**src/verilog/gjk_cfg.svh**
```systemverilog
// Reset values and constant levels for the gated J-K storage element
`ifndef GJK_CFG_SVH
`define GJK_CFG_SVH

// ----------------------------------------------------------------------------
// Reset values
// ----------------------------------------------------------------------------
`define GJK_Q_RST 1'h0
`define GJK_QN_RST 1'h1
`define GJK_CLK_RST 1'h0

// ----------------------------------------------------------------------------
// Pin levels
// ----------------------------------------------------------------------------
`define GJK_ACT_LOW 1'h0
`define GJK_HIGH 1'h1
`define GJK_LOW 1'h0

`endif

```
**src/verilog/gjk_pkg.sv**
```systemverilog
// Types shared by the gated J-K storage element
`default_nettype none

package gjk_pkg;

  // --------------------------------------------------------------------------
  // Edge action decoded from the gated requests
  // --------------------------------------------------------------------------
  typedef enum logic [1:0] {
    GJK_HOLD,
    GJK_SET,
    GJK_RESET,
    GJK_TOGGLE
  } gjk_action_e;

endpackage : gjk_pkg

`default_nettype wire

```
**src/verilog/gjk_top.sv**
```systemverilog
// Gated J-K positive-edge storage element with direct preset and clear
`timescale 1ns/100ps
`default_nettype none
`include "gjk_cfg.svh"

module gjk_top
  import gjk_pkg::*;
(
  // Clock and reset
  input wire logic clk_in,
  input wire logic rst_n_in,
  // Device clock pin, sampled on clk_in
  input wire logic jk_clk_in,
  // Gated set request inputs
  input wire logic set_gate_a_in,
  input wire logic set_gate_b_in,
  input wire logic set_gate_n_in,
  // Gated reset request inputs
  input wire logic reset_gate_a_in,
  input wire logic reset_gate_b_in,
  input wire logic reset_gate_n_in,
  // Direct controls, active low
  input wire logic preset_n_in,
  input wire logic async_reset_n_in,
  // Outputs
  output logic q_out,
  output logic q_n_out
);

  // --------------------------------------------------------------------------
  // Request gating and edge detection
  // --------------------------------------------------------------------------
  logic jk_clk_ff;
  logic q_ff;
  logic qn_ff;
  logic nxt_q;
  logic nxt_qn;
  logic set_req;
  logic reset_req;
  logic clk_rise;
  logic force_pre;
  logic force_clr;
  gjk_action_e action;

  assign set_req = set_gate_a_in & set_gate_b_in & ~set_gate_n_in;
  assign reset_req = reset_gate_a_in & reset_gate_b_in & ~reset_gate_n_in;

  // The pin is synchronous to clk_in, so one stage of history gives the edge
  always_ff @(posedge clk_in or negedge rst_n_in) begin
    if (!rst_n_in) begin
      jk_clk_ff <= `GJK_CLK_RST;
    end else begin
      jk_clk_ff <= jk_clk_in;
    end
  end

  assign clk_rise = jk_clk_in & ~jk_clk_ff;

  assign force_pre = (jk_clk_in == `GJK_LOW) && (preset_n_in == `GJK_ACT_LOW);
  assign force_clr = (jk_clk_in == `GJK_LOW) && (async_reset_n_in == `GJK_ACT_LOW);

  always_comb begin
    case ({set_req, reset_req})
      2'h2: action = GJK_SET;
      2'h1: action = GJK_RESET;
      2'h3: action = GJK_TOGGLE;
      default: action = GJK_HOLD;
    endcase
  end

  // --------------------------------------------------------------------------
  // Next state
  // --------------------------------------------------------------------------
  always_comb begin
    nxt_q = q_ff;
    nxt_qn = ~q_ff;
    // Forces need the clock low and a rise needs it high, so they never meet
    if (force_pre && force_clr) begin
      nxt_q = `GJK_HIGH;
      nxt_qn = `GJK_HIGH;
    end else if (force_pre) begin
      nxt_q = `GJK_HIGH;
      nxt_qn = `GJK_LOW;
    end else if (force_clr) begin
      nxt_q = `GJK_LOW;
      nxt_qn = `GJK_HIGH;
    end else if (clk_rise) begin
      case (action)
        GJK_SET: nxt_q = `GJK_HIGH;
        GJK_RESET: nxt_q = `GJK_LOW;
        GJK_TOGGLE: nxt_q = ~q_ff;
        default: nxt_q = q_ff;
      endcase
      nxt_qn = ~nxt_q;
    end
    // Without a force the inverted output tracks ~q, so the both-high state
    // left by preset and clear decays on the first idle cycle
  end

  always_ff @(posedge clk_in or negedge rst_n_in) begin
    if (!rst_n_in) begin
      q_ff <= `GJK_Q_RST;
      qn_ff <= `GJK_QN_RST;
    end else begin
      q_ff <= nxt_q;
      qn_ff <= nxt_qn;
    end
  end

  assign q_out = q_ff;
  assign q_n_out = qn_ff;

  // --------------------------------------------------------------------------
  // Assertions
  // --------------------------------------------------------------------------
  logic ctrl_idle;
  logic both_forced;
  assign ctrl_idle = preset_n_in && async_reset_n_in;
  assign both_forced = !jk_clk_in && !preset_n_in && !async_reset_n_in;
endmodule : gjk_top

`default_nettype wire

```
**config.mk**
```make
export PLATFORM = sky130hd
export DESIGN_NAME = gjk_top
export DESIGN_NICKNAME = d
export VERILOG_FILES = /design/src/verilog/gjk_pkg.sv /design/src/verilog/gjk_top.sv
export VERILOG_INCLUDE_DIRS = /design/src /design/src/verilog
export SDC_FILE = /design/constraint.sdc
export NUM_CORES = 1
export LEC_CHECK = 0
export CAP_MARGIN = 20
export CORE_AREA = 5 5 42 44
export DETAILED_ROUTE_END_ITERATION = 16
export DIE_AREA = 0 0 47 49
export DONT_BUFFER_PORTS = 1
export PLACE_DENSITY = 0.3
export SETUP_SLACK_MARGIN = 0.5
export SLEW_MARGIN = 0
export SYNTH_ARGS = -nofsm -noshare
export SYNTH_HDL_FRONTEND = slang
export SYNTH_SLANG_ARGS = --single-unit
```
**constraint.sdc**
```tcl
create_clock -name clk_in -period 1.2 [get_ports clk_in]
set_clock_uncertainty 0.05 [all_clocks]
set_input_delay 0.18 -clock clk_in [delete_from_list [all_inputs] [get_ports clk_in]]
set_output_delay 0.18 -clock clk_in [all_outputs]
set_load 0.01 [all_outputs]
```
# Word-level counts from Yosys, hierarchy flattened
# Index checks and enable logic that the tools add are counted.
word_totals:
  ramBits: 0
  romBits: 0
  in_bits: 11
  register_bits: 3
  memories: 0
  latch_bits: 0
  elab_cells: 40
classes:
  eq_ne: 6
  n_bitwise: 13
  n_addsub: 0
  mux: 14
  div: 0
  n_reduce_logical: 4
  n_lt_le_gt_ge: 0
  shift: 0
  n_mul: 0
ops:
  columns: ["operator", "count"]
  rows:
  - ["two-way mux 1 bit", 12]
  - ["== test 2 bit, second input constant", 4]
  - ["inverter 1 bit", 8]
  - ["case mux 2 bit (3 select lines)", 1]
  - ["AND 1 bit", 5]
  - ["== test 2 x 1 -> 1 bit, second input constant", 2]
  - ["nonzero test 4 bit", 1]
  - ["logical AND 1 bit", 3]
  - ["case mux 1 bit (3 select lines)", 1]

# Logic depth before layout (Yosys ltp)
# Gate-level depths: netlist (run 1).
logic_depth:
  word_depth: 15
  mapped_depth: 3
  mapped_depth_nobuf: 3

# Worst setup path before layout (run 1)
# No wires, ideal clock.
synth_timing:
  path_type: "register to register"
  start: "register q_ff (netlist: q_out)"
  end: "register q_ff (netlist: q_out)"
  t_required_ps: 1023
  path_stages_with_launch: 4
  period_less_slack_ps: 976
  arrival_ps: 799
  setup_slack_ps: 224
  cell_sequence: "dfrtp_1 > nand2b_1 > o22ai_1 > a31oi_1"
synth_via:
  elab_chain_cells: 10
synth_lines:
  columns: ["element", "line", "rtl"]
  rows:
  - ["from (decl)", "gjk_top.sv:34", "logic q_ff;"]
  - ["from (signal assigned)", "gjk_top.sv:102", "q_ff <= `GJK_Q_RST;"]
  - ["from (signal assigned)", "gjk_top.sv:105", "q_ff <= nxt_q;"]
  - ["inverter 1 bit", "gjk_top.sv:91", "GJK_TOGGLE: nxt_q = ~q_ff;"]
  - ["case mux 1 bit (3 select lines) *", "gjk_top.sv:88", "case (action)"]
  - ["two-way mux 1 bit *", "gjk_top.sv:87", "end else if (clk_rise) begin"]
  - ["two-way mux 1 bit *", "gjk_top.sv:84", "end else if (force_clr) begin"]
  - ["two-way mux 1 bit *", "gjk_top.sv:81", "end else if (force_pre) begin"]
  - ["two-way mux 1 bit *", "gjk_top.sv:78", "if (force_pre && force_clr) begin"]
  - ["two-way mux 1 bit *", "gjk_top.sv:87", null]
  - ["two-way mux 1 bit *", "gjk_top.sv:84", null]
  - ["two-way mux 1 bit *", "gjk_top.sv:81", null]
  - ["two-way mux 1 bit *", "gjk_top.sv:78", null]
# Mark *: on every way between the ends. The rest lies on a longest branch, timed or not. The select of a mux whose other input is x is not followed.
# A chain may end at the register's enable or synchronous reset.

# Worst setup path in the final report (run 1)
layout_timing:
  start: "register jk_clk_ff"
  end: "register q_ff (netlist: q_out)"
layout_via:
  elab_chain_cells: 3
layout_lines:
  columns: ["element", "line", "rtl"]
  rows:
  - ["from (decl)", "gjk_top.sv:33", "logic jk_clk_ff;"]
  - ["from (signal assigned)", "gjk_top.sv:51", "jk_clk_ff <= `GJK_CLK_RST;"]
  - ["from (signal assigned)", "gjk_top.sv:53", "jk_clk_ff <= jk_clk_in;"]
  - ["inverter 1 bit", "gjk_top.sv:57", "assign clk_rise = jk_clk_in & ~jk_clk_ff;"]
  - ["AND 1 bit", "gjk_top.sv:57", null]
  - ["nonzero test 4 bit (no line)", null, null]
# No other way between the ends.

==> key figures, run 1 <==
Clock network
  • Max Root-Sink Buffers: 2
  • Number of H-tree levels: 1
  • TritonCTS Buffers: 3
  • TritonCTS clock tree: done
  • Latest clock arrival within the worst-skew pair: 0.23 ns
  • Post CTS Setup Buffer Count: 0
  • Clock tree sinks: 3
  • Root Driver: sky130_fd_sc_hd__clkbuf_4
  • Post-CTS clock slew at the launch and capture registers of the worst setup and hold paths: 0.03 ns

Logic synthesis
  • Synth Area in Adders: 0
  • Synth Area in Compound Gates: 0.171
  • Mux contribution to synthesized area: 0
  • Area share of xor/xnor cells in the synthesized design: 0
  • Combinational family with the most area after synthesis: simple AND/OR/NAND/NOR gates
  • Post-synthesis area per instance: 10.5 µm²
  • Basic-gate share of the synthesized area counting and, or, nand and nor cells: 0.256
  • Post-synthesis sequential area ratio: 0.521
  • Area of the mapped netlist: 146 µm²
  • Yosys warns: 0
  • Post-Synthesis Net Count: 25
  • Number of standard cells after synthesis: 14
  • Flop and latch count out of synthesis: 3
  • Post-synthesis cell type count: 11

Finish
  • Fraction of layout instances using a drive strength above 1: 0.286
  • Fillcell total: 164
  • Filler-free cell count of the finished design: 37
  • Area of combinational cells with multiple inputs: 68.8 µm²
  • Summed area of non-filler cells in the final layout: 230 µm²
  • Area growth from synthesis to layout: 57.3%
  • Sequential cell area: 76.3 µm²
  • Final core utilization: 0.164
  • Count of nets after finishing: 33
  • N_diodes: 0

Setup path
  • WP data arrival: 1.10 ns
  • R2r endpoint: q_out
  • Critical-path maximum fanout: 2
  • Required time reported for the critical path endpoint: 1.30 ns
  • Reg2reg path depth: 3
  • Worst setup SP type: register
  • Startpoint of the lowest-slack register-to-register path: jk_clk_ff
  • Minimum setup slack among reg-to-reg paths: 0.20 ns
  • Origin of the worst setup path: jk_clk_ff
  • Worst Path Class, Setup: register to register
  • Critical Path End Type: register

Route
  • Starting DRC count in detailed routing: 2
  • Ratio of routed vias to standard cells: 3.73
  • Detailed-route via count: 138
  • DRT antenna net count: 0
  • Remaining routing DRC violations: 0
  • Routed wire per std cell: 10.9 µm
  • Detailed-routing iteration count for the pre-antenna-repair pass: 2
  • Post-detailed-routing wire length: 402 µm

STA
  • Post-route fraction of the period consumed by the critical path: 0.836
  • Actual transition at the worst max-transition pin: 0.189 ns
  • Unrepaired setup endpoints after global routing: true
  • Slew Limit Headroom: 0.874
  • Maximum clock rate: 997 MHz
  • Final sum of negative setup slack: 0 ns
  • Slew Limit Fails: 0
  • Final setup slack of the worst path: 0.197 ns
  • Final critical-path required period: 1.00 ns
  • Number of failing setup endpoints in the final timing report: 0
  • Final Hold Viols: 0

Min path
  • Hold worst-path end: q_out
  • HP Start: preset_n_in
  • Min-Delay Path Depth: 1
  • Type of the tightest min-delay check: input port to register

Outcome
  • Status: finished clean

Global route
  • Global-route wire length before repair: 676 µm
  • Total track usage: 0.0465
  • Maximum number of pins on one net before global-route repair: 5
  • Total overflow reported by the global router: 0
  • Via count of the first global-routing pass: 165
  • Number of antenna violations at the first check in global routing: 0

Floorplan
  • Total die area: 2300 µm²
  • Die boundary height: 49 µm
  • Total I/O pin count: 13
  • Row cnt: 14
  • Die width: 47 µm
  • Starting utilization of the core area: 0.104
  • Core ar.: 1400 µm²

Placement
  • Gpl congestion: 0.661
  • Count of input and output buffers: 0
  • Post-Place Setup Slack: 0.180 ns
  • Estimated wirelength of the detail-placed design: 335 µm
  • Placement Cell Area: 174 µm²
  • Cell Count Post-Placement: 31

Power and ir drop
  • Maximum vdd ir drop: 431 µV
  • Leakage power: 0.000101 µW
  • Total power per unit cell area: 1470 nW/µm²

Run
  • Total of max-cap violations: 0
## worst max-delay path, stage by stage (launching register included)
cell                       delay [ns]
sky130_fd_sc_hd__dfrtp_1         0.36
sky130_fd_sc_hd__and4bb_1        0.26
sky130_fd_sc_hd__o22ai_2         0.11
sky130_fd_sc_hd__a31oi_1         0.15
## Yosys cell counts
cell type | number | area (µm²)
sky130_fd_sc_hd__o22ai_1 | 1 | 6.26
sky130_fd_sc_hd__nand4b_1 | 1 | 8.76
sky130_fd_sc_hd__nand2_1 | 1 | 3.75
sky130_fd_sc_hd__dfstp_2 | 1 | 26.3
sky130_fd_sc_hd__inv_1 | 2 | 7.51
sky130_fd_sc_hd__a31oi_1 | 1 | 6.26
sky130_fd_sc_hd__nand2b_1 | 2 | 12.5
sky130_fd_sc_hd__and4bb_1 | 1 | 12.5
sky130_fd_sc_hd__dfrtp_1 | 2 | 50.1
sky130_fd_sc_hd__a21o_1 | 1 | 7.51
sky130_fd_sc_hd__o21ai_0 | 1 | 5.00
## power breakdown
part | internal [µW] | switching (µW) | total, µW
Sequential | 115 | 8.03 | 123
Clock | 124 | 48.0 | 172
Combinational | 24.7 | 17.8 | 42.5
## logic make-up (layout without fill, tap and decap cells)
kind of cell           Yosys count  in the layout
AO/OA/AOI/OAI                    4              4
buffers and inverters            2              9
flip-flops                       3              3
AND/OR/NAND/NOR                  5              5
## metrics by stage
step           power (µW)  hold slack, ns
2_1_floorplan         142          -0.166
3_3_place_gp          153          -0.165
3_5_place_dp          155          -0.165
4_1_cts               350        -0.00231
5_1_grt               363          0.0179
6_report              338         0.00898
## layout by cell type (no fill, tap or decap)
master,instances
sky130_fd_sc_hd__buf_6,1
sky130_fd_sc_hd__a31oi_1,1
sky130_fd_sc_hd__a21o_1,1
sky130_fd_sc_hd__nand4b_1,1
sky130_fd_sc_hd__o22ai_2,1
sky130_fd_sc_hd__clkbuf_4,3
sky130_fd_sc_hd__dfrtp_1,2
sky130_fd_sc_hd__nand2b_1,2
sky130_fd_sc_hd__dfstp_2,1
sky130_fd_sc_hd__clkbuf_1,1
sky130_fd_sc_hd__and4bb_1,1
sky130_fd_sc_hd__dlygate4sd3_1,2
sky130_fd_sc_hd__inv_1,2
sky130_fd_sc_hd__o21ai_0,1
sky130_fd_sc_hd__nand2_1,1
## state kept, by name, summed over array words and instances (netlist names)
| signal | flops |
|---|---|
| q_n_out | 1 |
| q_out | 1 |
| jk_clk_ff | 1 |
## worst max path at each step
stage | endpoint | slack (ns) | depth (start not counted)
global route | q_out | 0.09 | 3
floorplan | q_out | 0.24 | 3
CTS | q_n_out | 0.19 | 0
finish | q_out | 0.20 | 3
detailed placement | q_out | 0.18 | 3
global placement | q_n_out | 0.21 | 3
## layout make-up
cell class,instances,area share
Tap cell,16,0.0870
Sequential cell,3,0.332
Clock buffer,4,0.114
Timing Repair Buffer,3,0.136
Inverter,2,0.0326
Multi-Input combinational cell,9,0.299
## metal layers
metal | wire length, µm | global-route usage
met5 | 0 | 0
met4 | 0 | 0.0276
met3 | 129 | 0.0701
met2 | 108 | 0.0475
met1 | 164 | 0.0442
## repair_timing
| item | CTS | global route |
|---|---|---|
| endpoints found under the setup margin | 4 | 4 |
| gates cloned | 0 | 0 |
| endpoints found under the hold margin | 5 | 0 |
| resized for setup | 2 | 0 |
| hold buffers | 2 | 0 |
Power figures use the tool's default switching activity.
==> run 2: changes to the inputs <==
Clock period 1.2 ns to 1 ns, I/O delays scaled along.
==> key figures, run 2 (synthesis gave the netlist of run 1 again) <==
Setup path
  • R2r endpoint: q_out
  • Startpoint of the lowest-slack register-to-register path: jk_clk_ff
  • Worst stage delay on the critical path: 0.36 ns (about the same)
  • Largest delay contributor family on the critical path: flip-flops
  • Worst setup SP type: register
  • Minimum setup slack among reg-to-reg paths: -0.002 ns (-0.20 ns)
  • Cell-by-cell listing of the critical path: and4bb_1 -> o22ai_2 -> a31oi_1
  • Count of buffering cells on the critical path with inverters included: 0 (unchanged)
  • Critical Path End Type: register
  • Required time reported for the critical path endpoint: 1.10 ns (-0.20 ns)
  • Reg2reg path depth: 3 (unchanged)
  • Worst Path Class, Setup: register to register
  • Slowest stage cell, crit path: sky130_fd_sc_hd__dfrtp_1
  • Critical-path maximum fanout: 2 (unchanged)
  • WP data arrival: 1.10 ns (about the same)

Power and ir drop
  • Maximum vdd ir drop: 517 µV (+20%)
  • Leakage power: 0.0000972 µW (-4.1%)
  • Total power per unit cell area: 1820 nW/µm² (+24%)

Global route
  • Global-route wire length before repair: 655 µm (-3.1%)
  • Total track usage: 0.0444 (-0.00212)
  • Maximum number of pins on one net before global-route repair: 5 (unchanged)
  • Via count of the first global-routing pass: 161 (-2.4%)
  • Total overflow reported by the global router: 0 (unchanged)
  • Number of antenna violations at the first check in global routing: 0 (unchanged)

Outcome
  • Status: finished with violations
  • Violated checks: hold timing, setup timing

STA
  • Worst hold slack: -0.102 ns (-0.111 ns)
  • Final critical-path required period: 1.00 ns (-0.000522 ns)
  • Actual transition at the worst max-transition pin: 0.189 ns (unchanged)
  • Unrepaired setup endpoints after global routing: true
  • Final Hold Viols: 2 (+2)
  • Final setup slack of the worst path: -0.00247 ns (-0.199 ns)
  • Maximum clock rate: 998 MHz (about the same)
  • Number of failing setup endpoints in the final timing report: 1 (+1)
  • Slew Limit Headroom: 0.874 (unchanged)
  • Post-route fraction of the period consumed by the critical path: 1.00 (+0.167)
  • Slew Limit Fails: 0 (unchanged)

Floorplan
  • Row cnt: 14 (unchanged)
  • Die width: 47 µm (unchanged)
  • Die boundary height: 49 µm (unchanged)
  • Total die area: 2300 µm² (unchanged)
  • Starting utilization of the core area: 0.104 (unchanged)
  • Core ar.: 1400 µm² (unchanged)
  • Total I/O pin count: 13 (unchanged)

Placement
  • Count of input and output buffers: 0 (unchanged)
  • Cell Count Post-Placement: 31 (unchanged)
  • Post-Place Setup Slack: -0.0199 ns (-0.200 ns)
  • Gpl congestion: 0.661 (unchanged)
  • Estimated wirelength of the detail-placed design: 335 µm (unchanged)
  • Placement Cell Area: 174 µm² (unchanged)

Clock network
  • Hold Buf Count CTS: 1 (-1)
  • Post-CTS clock slew at the launch and capture registers of the worst setup and hold paths: 0.03 ns (about the same)
  • Latest clock arrival within the worst-skew pair: 0.23 ns (about the same)
  • Max Root-Sink Buffers: 2 (unchanged)
  • Clock tree sinks: 3 (unchanged)
  • Root Driver: sky130_fd_sc_hd__clkbuf_4
  • TritonCTS Buffers: 3 (unchanged)
  • Number of H-tree levels: 1 (unchanged)
  • Post CTS Setup Buffer Count: 0 (unchanged)
  • TritonCTS clock tree: done

Finish
  • Commonest non-fill, non-tap cell in the layout: sky130_fd_sc_hd__clkbuf_4
  • Fraction of layout instances using a drive strength above 1: 0.300 (+0.0143)
  • Fillcell total: 163 (-0.61%)
  • Commonest cells after routing, fill and taps aside: sky130_fd_sc_hd__clkbuf_4, sky130_fd_sc_hd__inv_1, sky130_fd_sc_hd__nand2b_1, sky130_fd_sc_hd__dfrtp_1
  • Summed area of non-filler cells in the final layout: 220 µm² (-4.3%)
  • Count of nets after finishing: 32 (-3.0%)
  • Area growth from synthesis to layout: 50.4%
  • N_diodes: 0 (unchanged)
  • Final core utilization: 0.157 (-0.00714)
  • Filler-free cell count of the finished design: 36 (-2.7%)

Min path
  • Min-Delay Path Depth: 0 (-1)
  • Hold worst-path end: jk_clk_ff
  • HP Start: jk_clk_in
  • Type of the tightest min-delay check: input port to register

Route
  • Remaining routing DRC violations: 0 (unchanged)
  • DRT antenna net count: 0 (unchanged)
  • Post-detailed-routing wire length: 388 µm (-3.5%)
  • Routed wire per std cell: 10.8 µm (-0.80%)
  • Ratio of routed vias to standard cells: 3.81 (+2.0%)
  • Detailed-routing iteration count for the pre-antenna-repair pass: 2 (unchanged)
  • Detailed-route via count: 137 (-0.72%)
  • Starting DRC count in detailed routing: 2 (unchanged)

Run
  • Total of max-cap violations: 0 (unchanged)
run 2: cell types whose count changed in the layout (fill, tap and decap cells not counted):
cell / before / now
sky130_fd_sc_hd__dlygate4sd3_1: 2 / 1
run 2: worst reg2reg max path: stages, from the launching register on:
cell and delay [ns]:
sky130_fd_sc_hd__dfrtp_1 0.36, sky130_fd_sc_hd__and4bb_1 0.26, sky130_fd_sc_hd__o22ai_2 0.11, sky130_fd_sc_hd__a31oi_1 0.15
run 2: cell type report:
type	count	area, µm²	share of cell area
sequential	3	76.3	0.347
multi-input combinational	9	68.8	0.313
clock buffer	4	26.3	0.119
timing repair buffer	2	21.3	0.0966
tap	16	20.0	0.0909
inverter	2	7.51	0.0341
run 2: timing repair:
| action | CTS | global route |
|---|---|---|
| endpoints found under the hold margin | 5 | 2 |
| setup endpoints to repair | 4 | 4 |
| gates resized for setup | 1 | 1 |
| pin swaps | 0 | 0 |
run 2: where the power goes:
part	switching [µW]	internal, µW
combinational	20.7	27.0
sequential	9.62	138
clock	57.5	149
run 2: metrics by stage:
step | TNS [ns] | total power (µW)
floorplan | 0 | 171
global placement | 0 | 184
detailed placement | -0.0343 | 186
CTS | -0.00980 | 413
global route | -0.166 | 431
finish | -0.00247 | 402
run 2: worst max path at each step:
stage / startpoint / end / slack (ns) / cells after the start
after detailed placement: q_out / q_out / -0.02 / 3
after floorplan: q_out / q_out / 0.04 / 3
after CTS: jk_clk_ff / q_out / -0.006 / 3
after global routing: jk_clk_ff / q_out / -0.11 / 3
after global placement: jk_clk_ff / q_n_out / 0.01 / 3
final: jk_clk_ff / q_out / -0.002 / 3
run 2: metal layers:
layer  GRT usage  wire length [µm]
met1      0.0353               148
met2      0.0475               107
met5           0                 0
met3      0.0738               133
met4      0.0276                 0
